### config.mk
export PLATFORM = sky130hd
export DESIGN_NAME = bcsc_charge_ctrl
export DESIGN_NICKNAME = d
export VERILOG_FILES = /design/src/bcsc_pkg.sv /design/src/bcsc_charge_ctrl.sv /design/src/bcsc_strap_decode.sv
export VERILOG_INCLUDE_DIRS = /design/src
export SDC_FILE = /design/constraint.sdc
export NUM_CORES = 1
export LEC_CHECK = 0
export ABC_CLOCK_PERIOD_IN_PS = 37600
export BUFFER_PORTS_ARGS = -buffer_cell sky130_fd_sc_hd__buf_4
export CORE_ASPECT_RATIO = 2
export CORE_UTILIZATION = 60
export DETAILED_ROUTE_END_ITERATION = 10
export GPL_TIMING_DRIVEN = 1
export PLACE_DENSITY = 0.86
export SYNTH_ARGS = -nofsm -noshare
export SYNTH_HDL_FRONTEND = slang
export SYNTH_SLANG_ARGS = --single-unit
export TNS_END_PERCENT = 100
### constraint.sdc
create_clock -name pclk -period 37.6 [get_ports pclk]
set_clock_uncertainty 0.1 [all_clocks]
set_input_delay 0 -clock pclk [delete_from_list [all_inputs] [get_ports pclk]]
set_output_delay 0 -clock pclk [all_outputs]
set_load 0.1 [all_outputs]
### src/bcsc_defines.svh
`ifndef BCSC_DEFINES_SVH
`define BCSC_DEFINES_SVH

// ---------------------------------------------------------------
// Register offsets (byte addresses)
// ---------------------------------------------------------------
`define BCSC_CTRL_OFS 8'h00
`define BCSC_STATUS_OFS 8'h04
`define BCSC_LIMIT_OFS 8'h08
`define BCSC_PROGRESS_OFS 8'h0C
`define BCSC_INT_STATUS_OFS 8'h10
`define BCSC_INT_MASK_OFS 8'h14

// ---------------------------------------------------------------
// Field positions and reset values
// ---------------------------------------------------------------
`define BCSC_CTRL_HOLD_BIT 0
`define BCSC_CTRL_RESET 1'h0
`define BCSC_LIMIT_RESET 16'h076C
`define BCSC_INT_MASK_RESET 6'h00
`define BCSC_EV_FAST_START 0
`define BCSC_EV_SLOPE_END 1
`define BCSC_EV_HOT_END 2
`define BCSC_EV_TIMEOUT_END 3
`define BCSC_EV_REMOVED 4
`define BCSC_EV_UNDERVOLT_END 5
`define BCSC_EV_WIDTH 6

// ---------------------------------------------------------------
// Voltages in millivolts per cell
// ---------------------------------------------------------------
`define BCSC_UNDERVOLTAGE_LOCKOUT_MV 16'h0190
`define BCSC_SLOPE_DROP_MV 16'h0004

// ---------------------------------------------------------------
// Timing
// ---------------------------------------------------------------
`define BCSC_CLK_PERIOD_NS 10
`define BCSC_SECOND_NS 1000000000
`define BCSC_SECONDS_PER_MINUTE 6'h3C
`define BCSC_INTERVAL_SUPPLY_S 8'h15
`define BCSC_INTERVAL_FLOAT_S 8'h2A
`define BCSC_INTERVAL_MID_S 8'h54
`define BCSC_INTERVAL_NEG_S 8'hA8
`define BCSC_TIMEOUT_SUPPLY_SHORT_MIN 9'h016
`define BCSC_TIMEOUT_SUPPLY_LONG_MIN 9'h021
`define BCSC_TIMEOUT_FLOAT_SHORT_MIN 9'h02D
`define BCSC_TIMEOUT_FLOAT_LONG_MIN 9'h042
`define BCSC_TIMEOUT_MID_SHORT_MIN 9'h05A
`define BCSC_TIMEOUT_MID_LONG_MIN 9'h084
`define BCSC_TIMEOUT_NEG_SHORT_MIN 9'h0B4
`define BCSC_TIMEOUT_NEG_LONG_MIN 9'h108

`endif

### src/bcsc_pkg.sv
package bcsc_pkg;

   // Four-level strap as seen by the level comparators
   typedef enum logic [1:0] {
      BCSC_LVL_SUPPLY = 2'b00,
      BCSC_LVL_FLOAT = 2'b01,
      BCSC_LVL_MID = 2'b10,
      BCSC_LVL_NEG = 2'b11
   } bcsc_level_e;

   typedef enum logic {
      BCSC_TRICKLE = 1'b0,
      BCSC_FAST = 1'b1
   } bcsc_state_e;

endpackage

### src/bcsc_charge_ctrl.sv
// Behaviour
// - Two four-level straps decode to a cell count of 1 to 16, low strap stepping within a group.
// - The interval strap picks the sampling interval and timeout pair; the other picks short or long.
// - The controller is always in exactly one of fast or trickle, dropping to trickle on full charge.
// - Slope, temperature or elapsed time, any one met, ends fast charge.
// - Reset forces trickle; on release fast starts if the per-cell voltage is above lockout.
// - Fast charge is blocked until battery voltage over cell count exceeds 0.4 V.
// - With slope termination enabled by the second strap, a falling cell voltage ends fast charge.
// - A pack cold at power-up stays in trickle and starts fast charge once it first warms into the safe range.
// - Rising above the hot limit during fast charge reverts to trickle.
// - With no battery, current into a newly inserted battery starts fast charge.
// - With no battery the output is limited to cells times the per-cell limit, also after removal.
// - Slope sampling uses battery voltage divided by the programmed cell count.
// - Only the first warm edge after a cold power-up starts fast charge.
// - A pack hot at power-up or insertion never fast charges until the next reset.
//
// Register access over APB and the register offsets were chosen for this implementation.
`timescale 1ns/1ps
`include "bcsc_defines.svh"

module bcsc_charge_ctrl #(
   parameter int CYCLES_PER_SECOND = `BCSC_SECOND_NS / `BCSC_CLK_PERIOD_NS
) (
   input wire logic pclk,
   input wire logic presetn,
   input wire logic psel,
   input wire logic penable,
   input wire logic pwrite,
   input wire logic [7:0] paddr,
   input wire logic [31:0] pwdata,
   output logic [31:0] prdata,
   output logic pready,
   output logic pslverr,
   input wire logic [1:0] cell_count_strap_high,
   input wire logic [1:0] cell_count_strap_low,
   input wire logic [1:0] timeout_select_strap,
   input wire logic [1:0] interval_select_strap,
   input wire logic [15:0] negative_terminal_level,
   input wire logic battery_current,
   input wire logic below_cold_threshold,
   input wire logic above_hot_threshold,
   output logic fast_charge,
   output logic voltage_limit_active,
   output logic [19:0] output_voltage_limit,
   output logic irq
);

   logic strap_valid;
   logic [4:0] cell_count;
   logic [7:0] interval_s;
   logic [8:0] timeout_min;
   logic slope_enable;
   bcsc_pkg::bcsc_state_e state;
   bcsc_pkg::bcsc_state_e next_state;
   logic hold_trickle;
   logic [15:0] per_cell_limit_voltage;
   logic [`BCSC_EV_WIDTH-1:0] int_status;
   logic [`BCSC_EV_WIDTH-1:0] int_mask;
   logic [`BCSC_EV_WIDTH-1:0] events;
   logic [15:0] per_cell_mv;
   logic [15:0] peak_mv;
   logic undervoltage_lockout;
   logic uv_prev;
   logic present_prev;
   logic cold_prev;
   logic hot_prev;
   logic powered;
   logic power_up;
   logic hot_lock;
   logic cold_armed;
   logic [31:0] prescale;
   logic sec_tick;
   logic [7:0] sample_cnt;
   logic sample_tick;
   logic [5:0] sec_in_min;
   logic [8:0] elapsed_min;
   logic timeout_hit;
   logic slope_hit;
   logic entry_ok;
   logic start_fast;
   logic apb_access;
   logic apb_setup;
   logic addr_hit;
   logic clear_int;
   logic [`BCSC_EV_WIDTH-1:0] read_clear;
   logic [`BCSC_EV_WIDTH-1:0] next_int_status;

   // ---------------------------------------------------------------
   // Helpers
   // ---------------------------------------------------------------
   function automatic logic [15:0] per_cell(input logic [15:0] total, input logic [4:0] cells);
      per_cell = total / {11'h000, cells};
   endfunction

   function automatic logic slope_fall(input logic [15:0] now, input logic [15:0] peak);
      slope_fall = ({1'b0, now} + {1'b0, `BCSC_SLOPE_DROP_MV}) < {1'b0, peak};
   endfunction

   function automatic logic mapped(input logic [7:0] addr);
      mapped = (addr == `BCSC_CTRL_OFS) || (addr == `BCSC_STATUS_OFS)
            || (addr == `BCSC_LIMIT_OFS) || (addr == `BCSC_PROGRESS_OFS)
            || (addr == `BCSC_INT_STATUS_OFS) || (addr == `BCSC_INT_MASK_OFS);
   endfunction

   // ---------------------------------------------------------------
   // Straps
   // ---------------------------------------------------------------
   bcsc_strap_decode u_strap (
      .pclk(pclk),
      .presetn(presetn),
      .cell_count_strap_high(cell_count_strap_high),
      .cell_count_strap_low(cell_count_strap_low),
      .timeout_select_strap(timeout_select_strap),
      .interval_select_strap(interval_select_strap),
      .strap_valid(strap_valid),
      .cell_count(cell_count),
      .interval_s(interval_s),
      .timeout_min(timeout_min),
      .slope_enable(slope_enable)
   );

   // ---------------------------------------------------------------
   // Per-cell voltage and lockout
   // ---------------------------------------------------------------
   // converter sees total over cell count
   assign per_cell_mv = per_cell(negative_terminal_level, cell_count);
   // lockout at 0.4 V per cell
   assign undervoltage_lockout = per_cell_mv <= `BCSC_UNDERVOLTAGE_LOCKOUT_MV;

   // Previous input levels for edge detection
   always_ff @(posedge pclk or negedge presetn) begin
      if (!presetn) begin
         uv_prev <= 1'b1;
         present_prev <= 1'b0;
         cold_prev <= 1'b0;
         hot_prev <= 1'b0;
         powered <= 1'b0;
      end else begin
         uv_prev <= undervoltage_lockout;
         present_prev <= battery_current;
         cold_prev <= below_cold_threshold;
         hot_prev <= above_hot_threshold;
         powered <= strap_valid;
      end
   end

   // Straps become valid one cycle after release; decisions wait for them
   assign power_up = strap_valid && !powered;

   // hot at power-up or insertion locks out fast charge
   always_ff @(posedge pclk or negedge presetn) begin
      if (!presetn) begin
         hot_lock <= 1'b0;
      end else if (above_hot_threshold
                   && (power_up || (powered && battery_current && !present_prev))) begin
         hot_lock <= 1'b1;
      end
   end

   // armed by a cold power-up, spent by the first warm edge
   always_ff @(posedge pclk or negedge presetn) begin
      if (!presetn) begin
         cold_armed <= 1'b0;
      end else if (power_up) begin
         cold_armed <= below_cold_threshold;
      end else if (powered && cold_prev && !below_cold_threshold) begin
         cold_armed <= 1'b0;
      end
   end

   // ---------------------------------------------------------------
   // Timers, run only in fast charge
   // ---------------------------------------------------------------
   assign sec_tick = prescale == 32'(CYCLES_PER_SECOND - 1);
   assign sample_tick = sec_tick && (sample_cnt == interval_s - 8'h01);

   always_ff @(posedge pclk or negedge presetn) begin
      if (!presetn) begin
         prescale <= 32'h0;
      end else if (state != bcsc_pkg::BCSC_FAST || sec_tick) begin
         prescale <= 32'h0;
      end else begin
         prescale <= prescale + 32'h1;
      end
   end

   always_ff @(posedge pclk or negedge presetn) begin
      if (!presetn) begin
         sample_cnt <= 8'h00;
      end else if (state != bcsc_pkg::BCSC_FAST || sample_tick) begin
         sample_cnt <= 8'h00;
      end else if (sec_tick) begin
         sample_cnt <= sample_cnt + 8'h01;
      end
   end

   always_ff @(posedge pclk or negedge presetn) begin
      if (!presetn) begin
         sec_in_min <= 6'h00;
         elapsed_min <= 9'h000;
      end else if (start_fast) begin
         sec_in_min <= 6'h00;
         elapsed_min <= 9'h000;
      end else if (state == bcsc_pkg::BCSC_FAST && sec_tick) begin
         if (sec_in_min == `BCSC_SECONDS_PER_MINUTE - 6'h01) begin
            sec_in_min <= 6'h00;
            elapsed_min <= elapsed_min + 9'h001;
         end else begin
            sec_in_min <= sec_in_min + 6'h01;
         end
      end
   end

   assign timeout_hit = elapsed_min >= timeout_min;

   // peak tracking on each sample; with slope enabled, a drop of more than 4 mV below peak ends fast charge
   always_ff @(posedge pclk or negedge presetn) begin
      if (!presetn) begin
         peak_mv <= 16'h0000;
      end else if (start_fast) begin
         peak_mv <= per_cell_mv;
      end else if (sample_tick && per_cell_mv > peak_mv) begin
         peak_mv <= per_cell_mv;
      end
   end

   assign slope_hit = slope_enable && sample_tick && slope_fall(per_cell_mv, peak_mv);

   // ---------------------------------------------------------------
   // Charge state
   // ---------------------------------------------------------------
   // common entry qualifiers
   assign entry_ok = !undervoltage_lockout && battery_current && !below_cold_threshold
                   && !above_hot_threshold && !hot_lock && !hold_trickle;

   always_comb begin
      next_state = state;
      start_fast = 1'b0;
      events = '0;
      unique case (state)
         bcsc_pkg::BCSC_TRICKLE: begin
            // entry on power-up, lockout release, insertion, first warm edge
            if (entry_ok && (power_up
                             || (powered && uv_prev)
                             || (powered && !present_prev)
                             || (powered && cold_prev && cold_armed))) begin
               next_state = bcsc_pkg::BCSC_FAST;
               start_fast = 1'b1;
               events[`BCSC_EV_FAST_START] = 1'b1;
            end
         end
         bcsc_pkg::BCSC_FAST: begin
            // any terminating condition returns to trickle
            if (slope_hit || timeout_hit || above_hot_threshold || !battery_current
                || undervoltage_lockout || hold_trickle) begin
               next_state = bcsc_pkg::BCSC_TRICKLE;
            end
            events[`BCSC_EV_SLOPE_END] = slope_hit;
            events[`BCSC_EV_TIMEOUT_END] = timeout_hit;
            events[`BCSC_EV_HOT_END] = above_hot_threshold;
            events[`BCSC_EV_REMOVED] = !battery_current;
            events[`BCSC_EV_UNDERVOLT_END] = undervoltage_lockout;
         end
      endcase
   end

   // single state bit, trickle under reset
   always_ff @(posedge pclk or negedge presetn) begin
      if (!presetn) begin
         state <= bcsc_pkg::BCSC_TRICKLE;
      end else begin
         state <= next_state;
      end
   end

   assign fast_charge = state == bcsc_pkg::BCSC_FAST;

   // limit output voltage while no battery draws current
   always_ff @(posedge pclk or negedge presetn) begin
      if (!presetn) begin
         voltage_limit_active <= 1'b1;
         output_voltage_limit <= 20'h00000;
      end else begin
         voltage_limit_active <= !battery_current;
         output_voltage_limit <= 20'({16'h0000, cell_count} * {5'h00, per_cell_limit_voltage});
      end
   end

   // ---------------------------------------------------------------
   // APB slave
   // ---------------------------------------------------------------
   // Read data is staged in setup, so every access completes without wait states
   assign apb_setup = psel && !penable;
   assign apb_access = psel && penable;
   assign pready = apb_access;
   assign addr_hit = mapped(paddr);
   assign pslverr = apb_access && !addr_hit;
   assign clear_int = apb_access && !pwrite && paddr == `BCSC_INT_STATUS_OFS;

   always_ff @(posedge pclk or negedge presetn) begin
      if (!presetn) begin
         hold_trickle <= `BCSC_CTRL_RESET;
         per_cell_limit_voltage <= `BCSC_LIMIT_RESET;
         int_mask <= `BCSC_INT_MASK_RESET;
      end else if (apb_access && pwrite) begin
         if (paddr == `BCSC_CTRL_OFS) begin
            hold_trickle <= pwdata[`BCSC_CTRL_HOLD_BIT];
         end
         if (paddr == `BCSC_LIMIT_OFS) begin
            per_cell_limit_voltage <= pwdata[15:0];
         end
         if (paddr == `BCSC_INT_MASK_OFS) begin
            int_mask <= pwdata[`BCSC_EV_WIDTH-1:0];
         end
      end
   end

   // Only the bits the read returned are cleared, so an event in the setup cycle is not lost;
   // a new event wins over the clear
   assign read_clear = prdata[`BCSC_EV_WIDTH-1:0] & {`BCSC_EV_WIDTH{clear_int}};
   assign next_int_status = (int_status & ~read_clear) | events;

   always_ff @(posedge pclk or negedge presetn) begin
      if (!presetn) begin
         int_status <= '0;
      end else begin
         int_status <= next_int_status;
      end
   end

   // Follows the status as it will stand, so a clearing read drops it at once
   always_ff @(posedge pclk or negedge presetn) begin
      if (!presetn) begin
         irq <= 1'b0;
      end else begin
         irq <= |(next_int_status & int_mask);
      end
   end

   always_ff @(posedge pclk or negedge presetn) begin
      if (!presetn) begin
         prdata <= 32'h00000000;
      end else if (apb_setup) begin
         prdata <= 32'h00000000;
         unique case (paddr)
            `BCSC_CTRL_OFS: prdata[`BCSC_CTRL_HOLD_BIT] <= hold_trickle;
            `BCSC_STATUS_OFS: prdata <= {7'h00, timeout_min, 3'h0, cell_count,
                                         1'b0, slope_enable, battery_current, hot_lock,
                                         above_hot_threshold, below_cold_threshold,
                                         undervoltage_lockout, fast_charge};
            `BCSC_LIMIT_OFS: prdata[15:0] <= per_cell_limit_voltage;
            `BCSC_PROGRESS_OFS: prdata <= {per_cell_mv, 7'h00, elapsed_min};
            `BCSC_INT_STATUS_OFS: prdata[`BCSC_EV_WIDTH-1:0] <= int_status | events;
            `BCSC_INT_MASK_OFS: prdata[`BCSC_EV_WIDTH-1:0] <= int_mask;
            default: prdata <= 32'h00000000;
         endcase
      end
   end

endmodule // bcsc_charge_ctrl

### src/bcsc_strap_decode.sv
`timescale 1ns/1ps
`include "bcsc_defines.svh"

module bcsc_strap_decode (
   input wire logic pclk,
   input wire logic presetn,
   input wire logic [1:0] cell_count_strap_high,
   input wire logic [1:0] cell_count_strap_low,
   input wire logic [1:0] timeout_select_strap,
   input wire logic [1:0] interval_select_strap,
   output logic strap_valid,
   output logic [4:0] cell_count,
   output logic [7:0] interval_s,
   output logic [8:0] timeout_min,
   output logic slope_enable
);

   logic short_timeout;

   // ---------------------------------------------------------------
   // Strap capture
   // ---------------------------------------------------------------
   // capture once after reset
   always_ff @(posedge pclk or negedge presetn) begin
      if (!presetn) begin
         strap_valid <= 1'b0;
      end else begin
         strap_valid <= 1'b1;
      end
   end

   always_ff @(posedge pclk or negedge presetn) begin
      if (!presetn) begin
         cell_count <= 5'h01;
      end else if (!strap_valid) begin
         cell_count <= 5'({cell_count_strap_high, cell_count_strap_low}) + 5'h01;
      end
   end

   always_ff @(posedge pclk or negedge presetn) begin
      if (!presetn) begin
         slope_enable <= 1'b0;
      end else if (!strap_valid) begin
         slope_enable <= timeout_select_strap[1];
      end
   end

   assign short_timeout = (timeout_select_strap == bcsc_pkg::BCSC_LVL_FLOAT)
                        || (timeout_select_strap == bcsc_pkg::BCSC_LVL_MID);

   always_ff @(posedge pclk or negedge presetn) begin
      if (!presetn) begin
         interval_s <= `BCSC_INTERVAL_SUPPLY_S;
         timeout_min <= `BCSC_TIMEOUT_SUPPLY_SHORT_MIN;
      end else if (!strap_valid) begin
         unique case (bcsc_pkg::bcsc_level_e'(interval_select_strap))
            bcsc_pkg::BCSC_LVL_SUPPLY: begin
               interval_s <= `BCSC_INTERVAL_SUPPLY_S;
               timeout_min <= short_timeout ? `BCSC_TIMEOUT_SUPPLY_SHORT_MIN
                                            : `BCSC_TIMEOUT_SUPPLY_LONG_MIN;
            end
            bcsc_pkg::BCSC_LVL_FLOAT: begin
               interval_s <= `BCSC_INTERVAL_FLOAT_S;
               timeout_min <= short_timeout ? `BCSC_TIMEOUT_FLOAT_SHORT_MIN
                                            : `BCSC_TIMEOUT_FLOAT_LONG_MIN;
            end
            bcsc_pkg::BCSC_LVL_MID: begin
               interval_s <= `BCSC_INTERVAL_MID_S;
               timeout_min <= short_timeout ? `BCSC_TIMEOUT_MID_SHORT_MIN
                                            : `BCSC_TIMEOUT_MID_LONG_MIN;
            end
            bcsc_pkg::BCSC_LVL_NEG: begin
               interval_s <= `BCSC_INTERVAL_NEG_S;
               timeout_min <= short_timeout ? `BCSC_TIMEOUT_NEG_SHORT_MIN
                                            : `BCSC_TIMEOUT_NEG_LONG_MIN;
            end
         endcase
      end
   end

endmodule // bcsc_strap_decode

; Yosys cells after proc, flatten, opt, wreduce, memory -nomap -nowiden
; Index checks and enable logic that the tools add are counted.
[classes]
add_sub_neg = 7
mul = 1
div = 1
order_cmp = 4
n_eq_ne = 13
n_shift = 0
mux = 28
n_bitwise = 7
n_reduce_logical = 66
[ops]
columns = operator, n
row1 = $mux 9, 4
row2 = $pmux 9 s4, 1
row3 = $add 32x1->32 const B, 1
row4 = $eq 32x27->1 const B, 1
row5 = $mux 16, 2
row6 = $mux 32, 1
row7 = $pmux 16 s2, 1
row8 = $pmux 8 s4, 1
row9 = $pmux 10 s3, 1
row10 = $logic_and 1x1->1, 26
row11 = $pmux 5 s5, 1
row12 = $mux 6, 4
row13 = $mux 8, 3
row14 = $mul 5x16->20, 1
row15 = $and 6x6->6, 3
row16 = $add 16x3->17 const B, 1
row17 = $logic_or 1x1->1, 17
row18 = $lt 17x16->1, 1
row19 = $div 16x5->16, 1
row20 = $eq 8x4->1 const B, 2
row21 = $eq 8x5->1 const B, 2
row22 = $gt 16x16->1, 1
row23 = $le 16x9->1 const B, 1
row24 = $or 6x6->6, 2
row25 = 24 further kinds, 48
[totals]
register_bits = 185
latchBits = 0
mem_bits_rw = 0
romBits = 0
input_bits = 72
output_inout_bits = 57
wordCells = 152
n_memories = 0

; Depth between registers and ports, before layout
; Gate-level depths: netlist of run 1.
[depth]
depth_word = 14
depth_mapped = 180
depth_no_buf = 172

; Modules after synthesis
; From an unflattened synthesis of run 1, not the netlist that was laid out.
[hier_totals]
hier_cells = 1888
hier_area_um2 = 16477.1
[modules_own_cells]
columns = mod, instances, cells_each, area_each_um2, seq_area_each_um2
row1 = bcsc_charge_ctrl, 1, 1801, 15511.1, 4040.1
row2 = bcsc_strap_decode, 1, 87, 965.9, 558.0

; Worst setup path after synthesis of run 1
; OpenSTA, ideal clock, no wires.
[synth_timing]
path_kind = reg-to-reg
from = register u_strap.cell_count[0]
to = register prdata[1]
setup_ns = 0.080
arrival_ns = 31.986
t_required_ns = 37.420
path_slack_ns = 5.434
path_stages_with_launch = 173
path_buffers = 8
period_less_slack_ns = 32.166
path_cell_list = dfstp_2 inv_1 ha_1 o21ai_0 nor2_1 nor2_1 a21oi_1 ha_1 o21a_1 or3b_1 a31oi_1 and2_1 ha_1 a21oi_1 a211o_1 clkinv_1 mux2i_1 inv_1 [137 not listed] nor2b_1 o21ai_0 nand2b_1 a21oi_1 nor2b_1 o21ai_0 nand2b_1 a21oi_1 nor2b_1 o21ai_0 nand2b_1 a21oi_1 nor2b_1 o21ai_0 o311a_1 a21oi_1 o21ai_0 a2bb2oi_1
[synth_between]
elab_chain_len = 7
elab_cells_between_ends = 8
cone_classes = add/sub: 1 / div: 1 / order compare: 2 / mux: 2 / bitwise: 1 / reduce/logical: 1
[synth_lines]
columns = item, line_no
row1 = from (decl), bcsc_strap_decode.sv:12  ; output logic [4:0] cell_count,
row2 = from (signal assigned), bcsc_strap_decode.sv:36  ; cell_count <= 5'({cell_count_strap_high, cell_count_strap_low}) + 5'h01;
row3 = $div 16x5->16 *, bcsc_charge_ctrl.sv:92  ; per_cell = total / {11'h000, cells};
row4 = named net per_cell_mv[15], bcsc_charge_ctrl.sv:60  ; logic [15:0] per_cell_mv;
row5 = $add 16x3->17, bcsc_charge_ctrl.sv:96  ; slope_fall = ({1'b0, now} + {1'b0, `BCSC_SLOPE_DROP_MV}) < {1'b0, peak};
row6 = $lt 17x16->1, bcsc_charge_ctrl.sv:96
row7 = $logic_and 1x1->1, bcsc_charge_ctrl.sv:227  ; assign slope_hit = slope_enable && sample_tick && slope_fall(per_cell_mv, peak_mv);
row8 = $mux 5, bcsc_charge_ctrl.sv:240  ; unique case (state)
row9 = $or 6x6->6, bcsc_charge_ctrl.sv:353  ; `BCSC_INT_STATUS_OFS: prdata[`BCSC_EV_WIDTH-1:0] <= int_status | events;
row10 = $pmux 5 s5 *, bcsc_charge_ctrl.sv:345  ; unique case (paddr)
row11 = "to (signal, indexed assignment)", bcsc_charge_ctrl.sv:346  ; `BCSC_CTRL_OFS: prdata[`BCSC_CTRL_HOLD_BIT] <= hold_trickle;
row12 = "to (signal, indexed assignment)", bcsc_charge_ctrl.sv:353
row13 = "to (signal, indexed assignment)", bcsc_charge_ctrl.sv:354  ; `BCSC_INT_MASK_OFS: prdata[`BCSC_EV_WIDTH-1:0] <= int_mask;
row14 = to (decl), bcsc_charge_ctrl.sv:31  ; output logic [31:0] prdata,
; The timed path passes the listed nets; every way through them passes the cells marked *.
; A chain may end at the register's enable or synchronous reset.

; Worst setup path after layout of run 1
; Same ends and word-level chain as after synthesis.

==> metrics.txt, run 1 <==
# TYPE chip_impl_metric gauge
chip_impl_metric{name="fmaxAchievable",unit="MHz"} 28.33
chip_impl_info{name="synth.area.top_cells",value="dfrtp_1 26%, ha_1 11%, fa_1 5.0%"} 1
chip_impl_metric{name="detailed_router_iteration_count_before_antenna_repair",unit=""} 7
chip_impl_info{name="setup.worst_path.class",value="reg2reg"} 1
chip_impl_metric{name="fill_cells",unit=""} 1917
chip_impl_info{name="critical_path.most_common_cell",value="o21a_1"} 1
chip_impl_metric{name="fp-row-count",unit=""} 85
chip_impl_metric{name="cts.path.max_buffers",unit=""} 2
chip_impl_metric{name="fp.coreArea",unit="um^2"} 26910
chip_impl_metric{name="tightestPinTransition",unit="ns"} 1.171
chip_impl_metric{name="detail_route.wl_per_cell",unit="um"} 20.36
chip_impl_metric{name="clk_pin_slew_worst_paths",unit="ns"} 0.07
chip_impl_info{name="r2r-start",value="u_strap.cell_count[0]"} 1
chip_impl_metric{name="critical_path_peak_fanout",unit=""} 20
chip_impl_info{name="worst_path_max_delay_cell",value="dfstp_4"} 1
chip_impl_info{name="clock-root-buffer",value="clkbuf_16"} 1
chip_impl_metric{name="die_area",unit="um^2"} 28140
chip_impl_metric{name="drc",unit=""} 0
chip_impl_info{name="yosys.area.top_type",value="dfrtp_1"} 1
chip_impl_metric{name="io_buffer_count",unit=""} 112
chip_impl_metric{name="setup_slack_reg_to_reg",unit="ns"} 2.30
chip_impl_metric{name="synth-warning-count",unit=""} 0
chip_impl_metric{name="dieWidth",unit="um"} 119.1
chip_impl_metric{name="grt_antenna_before_repair",unit=""} 1
chip_impl_metric{name="drt_iter0_drc",unit=""} 1058
chip_impl_metric{name="clk-insertion-delay-late",unit="ns"} 0.46
chip_impl_info{name="cts_tree",value="done"} 1
chip_impl_metric{name="setup_tns",unit="ns"} 0
chip_impl_metric{name="layout_worst_path_cycle_share",unit="%"} 93.88
chip_impl_metric{name="detailedPlacementHpwl",unit="mm"} 37.31
chip_impl_info{name="endpoint_kind",value="register"} 1
chip_impl_metric{name="number_of_clock_sinks_seen_by_cts",unit=""} 183
chip_impl_metric{name="final_net_count",unit=""} 2366
chip_impl_metric{name="synth.avg_cell_area",unit="um^2"} 8.510
chip_impl_metric{name="initial_utilization",unit="%"} 61.17
chip_impl_info{name="synth_top_flop_cell",value="dfrtp_1"} 1
chip_impl_metric{name="synth_nets",unit=""} 2193
chip_impl_info{name="outcome",value="finished clean"} 1
chip_impl_metric{name="wirelength",unit="mm"} 50.27
chip_impl_metric{name="cts_made_buffers",unit=""} 17
chip_impl_metric{name="netlist_area",unit="um^2"} 16460
chip_impl_metric{name="arrival",unit="ns"} 35.58
chip_impl_metric{name="flow.area_growth_from_synthesis",unit="%"} 15.87
chip_impl_metric{name="timing.critical_path.slowest_cell_delay",unit="ns"} 0.77
chip_impl_metric{name="grt_max_degree",unit=""} 69
chip_impl_info{name="hold_path.startpoint",value="paddr[6]"} 1
chip_impl_metric{name="vias",unit=""} 15940
chip_impl_metric{name="min_period",unit="ns"} 35.30
chip_impl_metric{name="track_usage",unit="%"} 36.17
chip_impl_metric{name="critical_path_required",unit="ns"} 37.88
chip_impl_metric{name="setup_viol",unit=""} 0
chip_impl_info{name="synthMostInstantiatedCell",value="nand2_1"} 1
chip_impl_metric{name="synth.distinct_cells",unit=""} 101
chip_impl_metric{name="timing_max_transition_violations_final",unit=""} 0
chip_impl_metric{name="drive_gt1_share",unit="%"} 15.19
chip_impl_metric{name="grt_pass1_wl",unit="mm"} 80.12
chip_impl_info{name="startpoint_type",value="register"} 1
chip_impl_metric{name="maxCapViolCount",unit=""} 0
chip_impl_metric{name="routabilityCongestion",unit=""} 0.9410
chip_impl_metric{name="grt_pass1_vias",unit=""} 16660
chip_impl_metric{name="hold_path_depth",unit=""} 5
chip_impl_metric{name="number_of_buffers_and_inverters_on_the_critical_path",unit=""} 22
chip_impl_metric{name="relSlewSlack",unit="%"} 21.30
chip_impl_metric{name="yosys_register_bits",unit=""} 183
chip_impl_info{name="worstHoldEndpoint",value="prdata[1]"} 1
chip_impl_metric{name="r2r.worst_path.cells",unit=""} 173
chip_impl_metric{name="via_per_inst",unit=""} 6.455
chip_impl_metric{name="globalRouteOverflowTotal",unit=""} 0
chip_impl_info{name="min_path_type",value="in2reg"} 1
chip_impl_metric{name="syn_inst",unit=""} 1934
chip_impl_metric{name="synth-seq-area-share",unit="%"} 27.94
chip_impl_info{name="worst_path_dominant_cell_family",value="compound AO/OA/AOI/OAI gates"} 1
chip_impl_metric{name="synth-edff-count",unit=""} 0
chip_impl_metric{name="pin_count",unit=""} 129
chip_impl_metric{name="h_tree_levels",unit=""} 4
chip_impl_metric{name="finalHoldViolations",unit=""} 0
chip_impl_info{name="ys_top_cells_by_count",value="213 x nand2_1, 191 x nor2_1, 168 x dfrtp_1, 146 x ha_1, 111 x a21oi_1"} 1
chip_impl_metric{name="drt.antenna.violating_nets",unit=""} 0
chip_impl_metric{name="ys_async_sr_fraction",unit="%"} 100.0
chip_impl_metric{name="die_h",unit="um"} 236.2
chip_impl_metric{name="layout.core_utilization",unit="%"} 70.88
chip_impl_metric{name="yosysTopAreaCellShare",unit="%"} 25.54
chip_impl_info{name="r2r_end",value="prdata[1]"} 1
[how the worst max path moves through the flow]
stage	slack [ns]	from	depth (start not counted)	to
floorplan	5.43	u_strap.cell_count[0]	172	prdata[1]
global placement	2.65	u_strap.cell_count[1]	169	irq
detailed placement	1.62	u_strap.cell_count[1]	171	prdata[1]
CTS	1.47	u_strap.cell_count[1]	171	prdata[1]
global route	-0.10	u_strap.cell_count[0]	174	prdata[1]
finish	2.30	u_strap.cell_count[0]	173	prdata[1]
[worst reg2reg max path: cells and delay by family (launching register included)]
kind,cells,cell delay (ns)
multiplexers,6,1.67
adder cells (fa/ha/maj),17,5.08
flip-flops,1,0.77
buffers and inverters,22,3.48
AO/OA/AOI/OAI,81,15.95
AND/OR/NAND/NOR,47,8.23
[flip-flops by register name, indices dropped and copies added, names as in the netlist, 5 cells and up]
register / cells
u_strap.interval_s: 6
peak_mv: 16
output_voltage_limit: 20
sample_cnt: 8
elapsed_min: 9
int_mask: 6
u_strap.timeout_min: 9
prdata: 32
int_status: 6
sec_in_min: 6
u_strap.cell_count: 5
prescale: 32
per_cell_limit_voltage: 16
[routing by layer]
metal	GRT usage, %	share of wire [%]
met5	0	0
met4	33.14	9.6
met3	6.093	5.1
met2	67.04	53
met1	32.62	32
[stage by stage]
stage	cell area, um^2	hold WS, ns	std cells	setup slack (ns)
2_1_floorplan	16460	-0.3956	1934	5.434
4_1_cts	18940	0.001367	2462	1.468
3_3_place_gp	17970	-0.1037	2393	2.654
3_5_place_dp	17970	-0.1022	2393	1.615
6_report	19070	0.01854	2469	2.300
5_1_grt	19070	0.08357	2469	-0.1007
[cell usage in the layout (no fill, tap or decap), types with 14 or more instances in the layout]
cell / n
o21a_1: 36
nor2_1: 190
nand3_1: 57
a211oi_1: 22
nand4_1: 22
a21o_1: 21
mux2_2: 41
mux2i_1: 32
o31ai_1: 20
dfstp_2: 14
ha_1: 146
nand2_1: 213
o21ai_0: 76
inv_1: 108
fa_1: 41
o211ai_1: 15
nor3_1: 72
and2_1: 50
nor2b_1: 24
dlygate4sd3_1: 37
and3_1: 16
buf_4: 182
xor2_1: 45
nand2b_1: 23
clkbuf_16: 17
a21oi_1: 111
or3_1: 21
xnor2_1: 66
dfrtp_1: 168
o21bai_1: 15
[repair_timing]
| action | CTS | global route |
|---|---|---|
| buffers inserted | 0 | 6 |
| endpoints found under the setup margin | 0 | 20 |
| hold endpoints to repair | 130 | 0 |
| hold buffers | 37 | 0 |
| gates resized for setup | 0 | 15 |
[cells by family after synthesis]
| group | Yosys count | synth area share [%] |
|---|---|---|
| XOR/XNOR | 111 | 5.907 |
| buffers and inverters | 184 | 4.379 |
| other | 1 | 0.02278 |
| multiplexers | 80 | 5.382 |
| AO/OA/AOI/OAI | 435 | 18.09 |
| flip-flops | 183 | 27.94 |
| AND/OR/NAND/NOR | 751 | 22.07 |
| adder cells (fa/ha/maj) | 189 | 16.21 |
[cell type report]
class	count	area [um^2]	area share, %
repair buffers	221	1768	9.270
clock inverters	13	156.4	0.8201
diodes	1	2.502	0.01312
multi-input cells	1567	11210	58.80
clock buffers	19	442.9	2.323
flip-flops and latches	183	4602	24.13
inverters	117	449.2	2.355
well taps	348	435.4	2.283
Power of run 1 is left out: the tool's default activity adds up to more than one toggle a clock period on the data nets, which glitch-free logic cannot reach.
==> inputs of run 2 (changes only) <==
--- a/config.mk
+++ b/config.mk
@@ -12,7 +12,7 @@
 export CORE_UTILIZATION = 60
 export DETAILED_ROUTE_END_ITERATION = 10
 export GPL_TIMING_DRIVEN = 1
-export PLACE_DENSITY = 0.86
+export PLACE_DENSITY = 0.87
 export SYNTH_ARGS = -nofsm -noshare
 export SYNTH_HDL_FRONTEND = slang
 export SYNTH_SLANG_ARGS = --single-unit
==> metrics.txt, run 2 (synthesized netlist as in run 1, its figures left out) <==
# TYPE chip_impl_metric gauge
chip_impl_info{name="outcome",value="finished with violations"} 1
chip_impl_info{name="failed_checks",value="hold timing"} 1
chip_impl_metric{name="vias",unit=""} 16020
chip_impl_metric{name="grt_pass1_wl",unit="mm"} 80.40
chip_impl_metric{name="setup_viol",unit=""} 0
chip_impl_metric{name="critical_path_peak_fanout",unit=""} 20
chip_impl_metric{name="cts.path.max_buffers",unit=""} 2
chip_impl_metric{name="layout_worst_path_cycle_share",unit="%"} 93.75
chip_impl_info{name="r2r-start",value="u_strap.cell_count[0]"} 1
chip_impl_metric{name="globalRouteOverflowTotal",unit=""} 0
chip_impl_metric{name="flow.area_growth_from_synthesis",unit="%"} 15.43
chip_impl_metric{name="fp.coreArea",unit="um^2"} 26910
chip_impl_metric{name="detailed_router_iteration_count_before_antenna_repair",unit=""} 7
chip_impl_metric{name="setup_tns",unit="ns"} 0
chip_impl_metric{name="arrival",unit="ns"} 35.52
chip_impl_metric{name="wirelength",unit="mm"} 50.45
chip_impl_metric{name="drt_iter0_drc",unit=""} 1179
chip_impl_info{name="critical_path.most_common_cell",value="o21a_1"} 1
chip_impl_metric{name="clk_pin_slew_worst_paths",unit="ns"} 0.07
chip_impl_info{name="worst_path_max_delay_cell",value="dfstp_4"} 1
chip_impl_metric{name="dieWidth",unit="um"} 119.1
chip_impl_metric{name="track_usage",unit="%"} 36.17
chip_impl_metric{name="detailedPlacementHpwl",unit="mm"} 37.18
chip_impl_metric{name="cts_made_buffers",unit=""} 17
chip_impl_metric{name="fill_cells",unit=""} 1950
chip_impl_info{name="layout_commonest_cell",value="nand2_1"} 1
chip_impl_info{name="min_path_type",value="in2async"} 1
chip_impl_metric{name="maxCapViolCount",unit=""} 0
chip_impl_metric{name="die_area",unit="um^2"} 28140
chip_impl_metric{name="finalHoldViolations",unit=""} 18
chip_impl_metric{name="grt_pass1_vias",unit=""} 16680
chip_impl_metric{name="final_net_count",unit=""} 2362
chip_impl_metric{name="worst_hold_slack",unit="ns"} -0.01907
chip_impl_info{name="reg.largest.list",value="prdata x32, prescale x32, output_voltage_limit x20"} 1
chip_impl_metric{name="tightestPinTransition",unit="ns"} 1.050
chip_impl_info{name="startpoint_type",value="register"} 1
chip_impl_metric{name="grt_max_degree",unit=""} 66
chip_impl_metric{name="fp-row-count",unit=""} 85
chip_impl_metric{name="relSlewSlack",unit="%"} 30.02
chip_impl_info{name="r2r_end",value="prdata[1]"} 1
chip_impl_metric{name="r2r.worst_path.cells",unit=""} 175
chip_impl_info{name="clock-root-buffer",value="clkbuf_16"} 1
chip_impl_info{name="setup.worst_path.class",value="reg2reg"} 1
chip_impl_info{name="cts_tree",value="done"} 1
chip_impl_metric{name="multiInputGateArea",unit="um^2"} 11200
chip_impl_metric{name="drc",unit=""} 0
chip_impl_metric{name="number_of_clock_sinks_seen_by_cts",unit=""} 183
chip_impl_metric{name="min_period",unit="ns"} 35.25
chip_impl_metric{name="drive_gt1_share",unit="%"} 15.18
chip_impl_metric{name="initial_utilization",unit="%"} 61.17
chip_impl_info{name="endpoint_kind",value="register"} 1
chip_impl_metric{name="drt.antenna.violating_nets",unit=""} 0
chip_impl_metric{name="clk-insertion-delay-late",unit="ns"} 0.46
chip_impl_metric{name="routabilityCongestion",unit=""} 0.9455
chip_impl_metric{name="fmaxAchievable",unit="MHz"} 28.37
chip_impl_metric{name="h_tree_levels",unit=""} 4
chip_impl_metric{name="grt_antenna_before_repair",unit=""} 1
chip_impl_metric{name="pin_count",unit=""} 129
chip_impl_metric{name="timing_max_transition_violations_final",unit=""} 0
chip_impl_metric{name="detail_route.wl_per_cell",unit="um"} 20.48
chip_impl_metric{name="timing.critical_path.slowest_cell_delay",unit="ns"} 0.76
chip_impl_metric{name="critical_path_required",unit="ns"} 37.87
chip_impl_metric{name="regArea",unit="um^2"} 4602
chip_impl_metric{name="die_h",unit="um"} 236.2
chip_impl_info{name="layout_common_cells",value="213 x nand2_1, 190 x nor2_1, 181 x buf_4, 168 x dfrtp_1, 146 x ha_1"} 1
chip_impl_metric{name="io_buffer_count",unit=""} 112
chip_impl_metric{name="via_per_inst",unit=""} 6.500
chip_impl_metric{name="setup_slack_reg_to_reg",unit="ns"} 2.35
-- run 2: cell types whose count changed in the layout (fill, tap and decap cells not counted), sizes merged --
| cell | before | now |
|---|---|---|
| clkinv | 4 | 5 |
| inv | 122 | 119 |
| buf | 184 | 183 |
| dlygate4sd3 | 37 | 34 |
| bufinv | 2 | 1 |
| clkinvlp | 2 | 4 |
-- run 2: layout make-up --
type,count,share of cell area (%)
Inverter,117,2.384
Tap cell,348,2.292
Sequential cell,183,24.22
Antenna cell,1,0.01317
Multi-Input combinational cell,1567,58.98
Clock buffer,19,2.384
Clock inverter,12,0.6125
Timing Repair Buffer,217,9.109
-- run 2: worst max-delay path by stage --
stage                               start        end
floorplan           u_strap.cell_count[0]  prdata[1]
global placement    u_strap.cell_count[1]        irq
detailed placement  u_strap.cell_count[1]  prdata[1]
CTS                 u_strap.cell_count[1]  prdata[1]
global route        u_strap.cell_count[0]  prdata[1]
finish              u_strap.cell_count[0]  prdata[1]
-- run 2: per-stage QoR --
step | utilization, % | std cells | setup slack [ns] | instance area, um^2 | hold slack, ns
5_1_grt | 70.60 | 2464 | -0.2073 | 19000 | 0.03457
6_report | 70.60 | 2464 | 2.350 | 19000 | -0.01907
2_1_floorplan | - | 1934 | 5.434 | 16460 | -0.3956
4_1_cts | 70.18 | 2458 | 1.758 | 18880 | 0.0003204
3_3_place_gp | 66.80 | 2393 | 2.663 | 17970 | -0.1159
3_5_place_dp | 66.80 | 2393 | 1.879 | 17970 | -0.1086
-- run 2: routing by layer --
layer	wire length [um]	vias up	global-route usage (%)
li1	-	7224	-
met1	16220	7689	32.56
met2	26560	774	66.56
met3	2680	329	6.794
met4	4998	0	33.18
met5	0	-	0
-- run 2: what timing repair did --
| action | in CTS | in global routing |
|---|---|---|
| setup endpoints to repair | 0 | 20 |
| hold buffers | 34 | 0 |
| buffers inserted | 0 | 5 |
| endpoints found under the hold margin | 126 | 0 |
| resized for setup | 0 | 14 |
-- run 2: worst max-delay path: cells and delay by family (launching register included) --
family	cells	cell delay (ns)
mux	6	1.60
fa+ha+maj	17	5.05
compound gates	82	15.86
flops	1	0.76
buf+inv	23	3.55
simple gates	47	8.16
Power of run 2 is left out for the same reason.
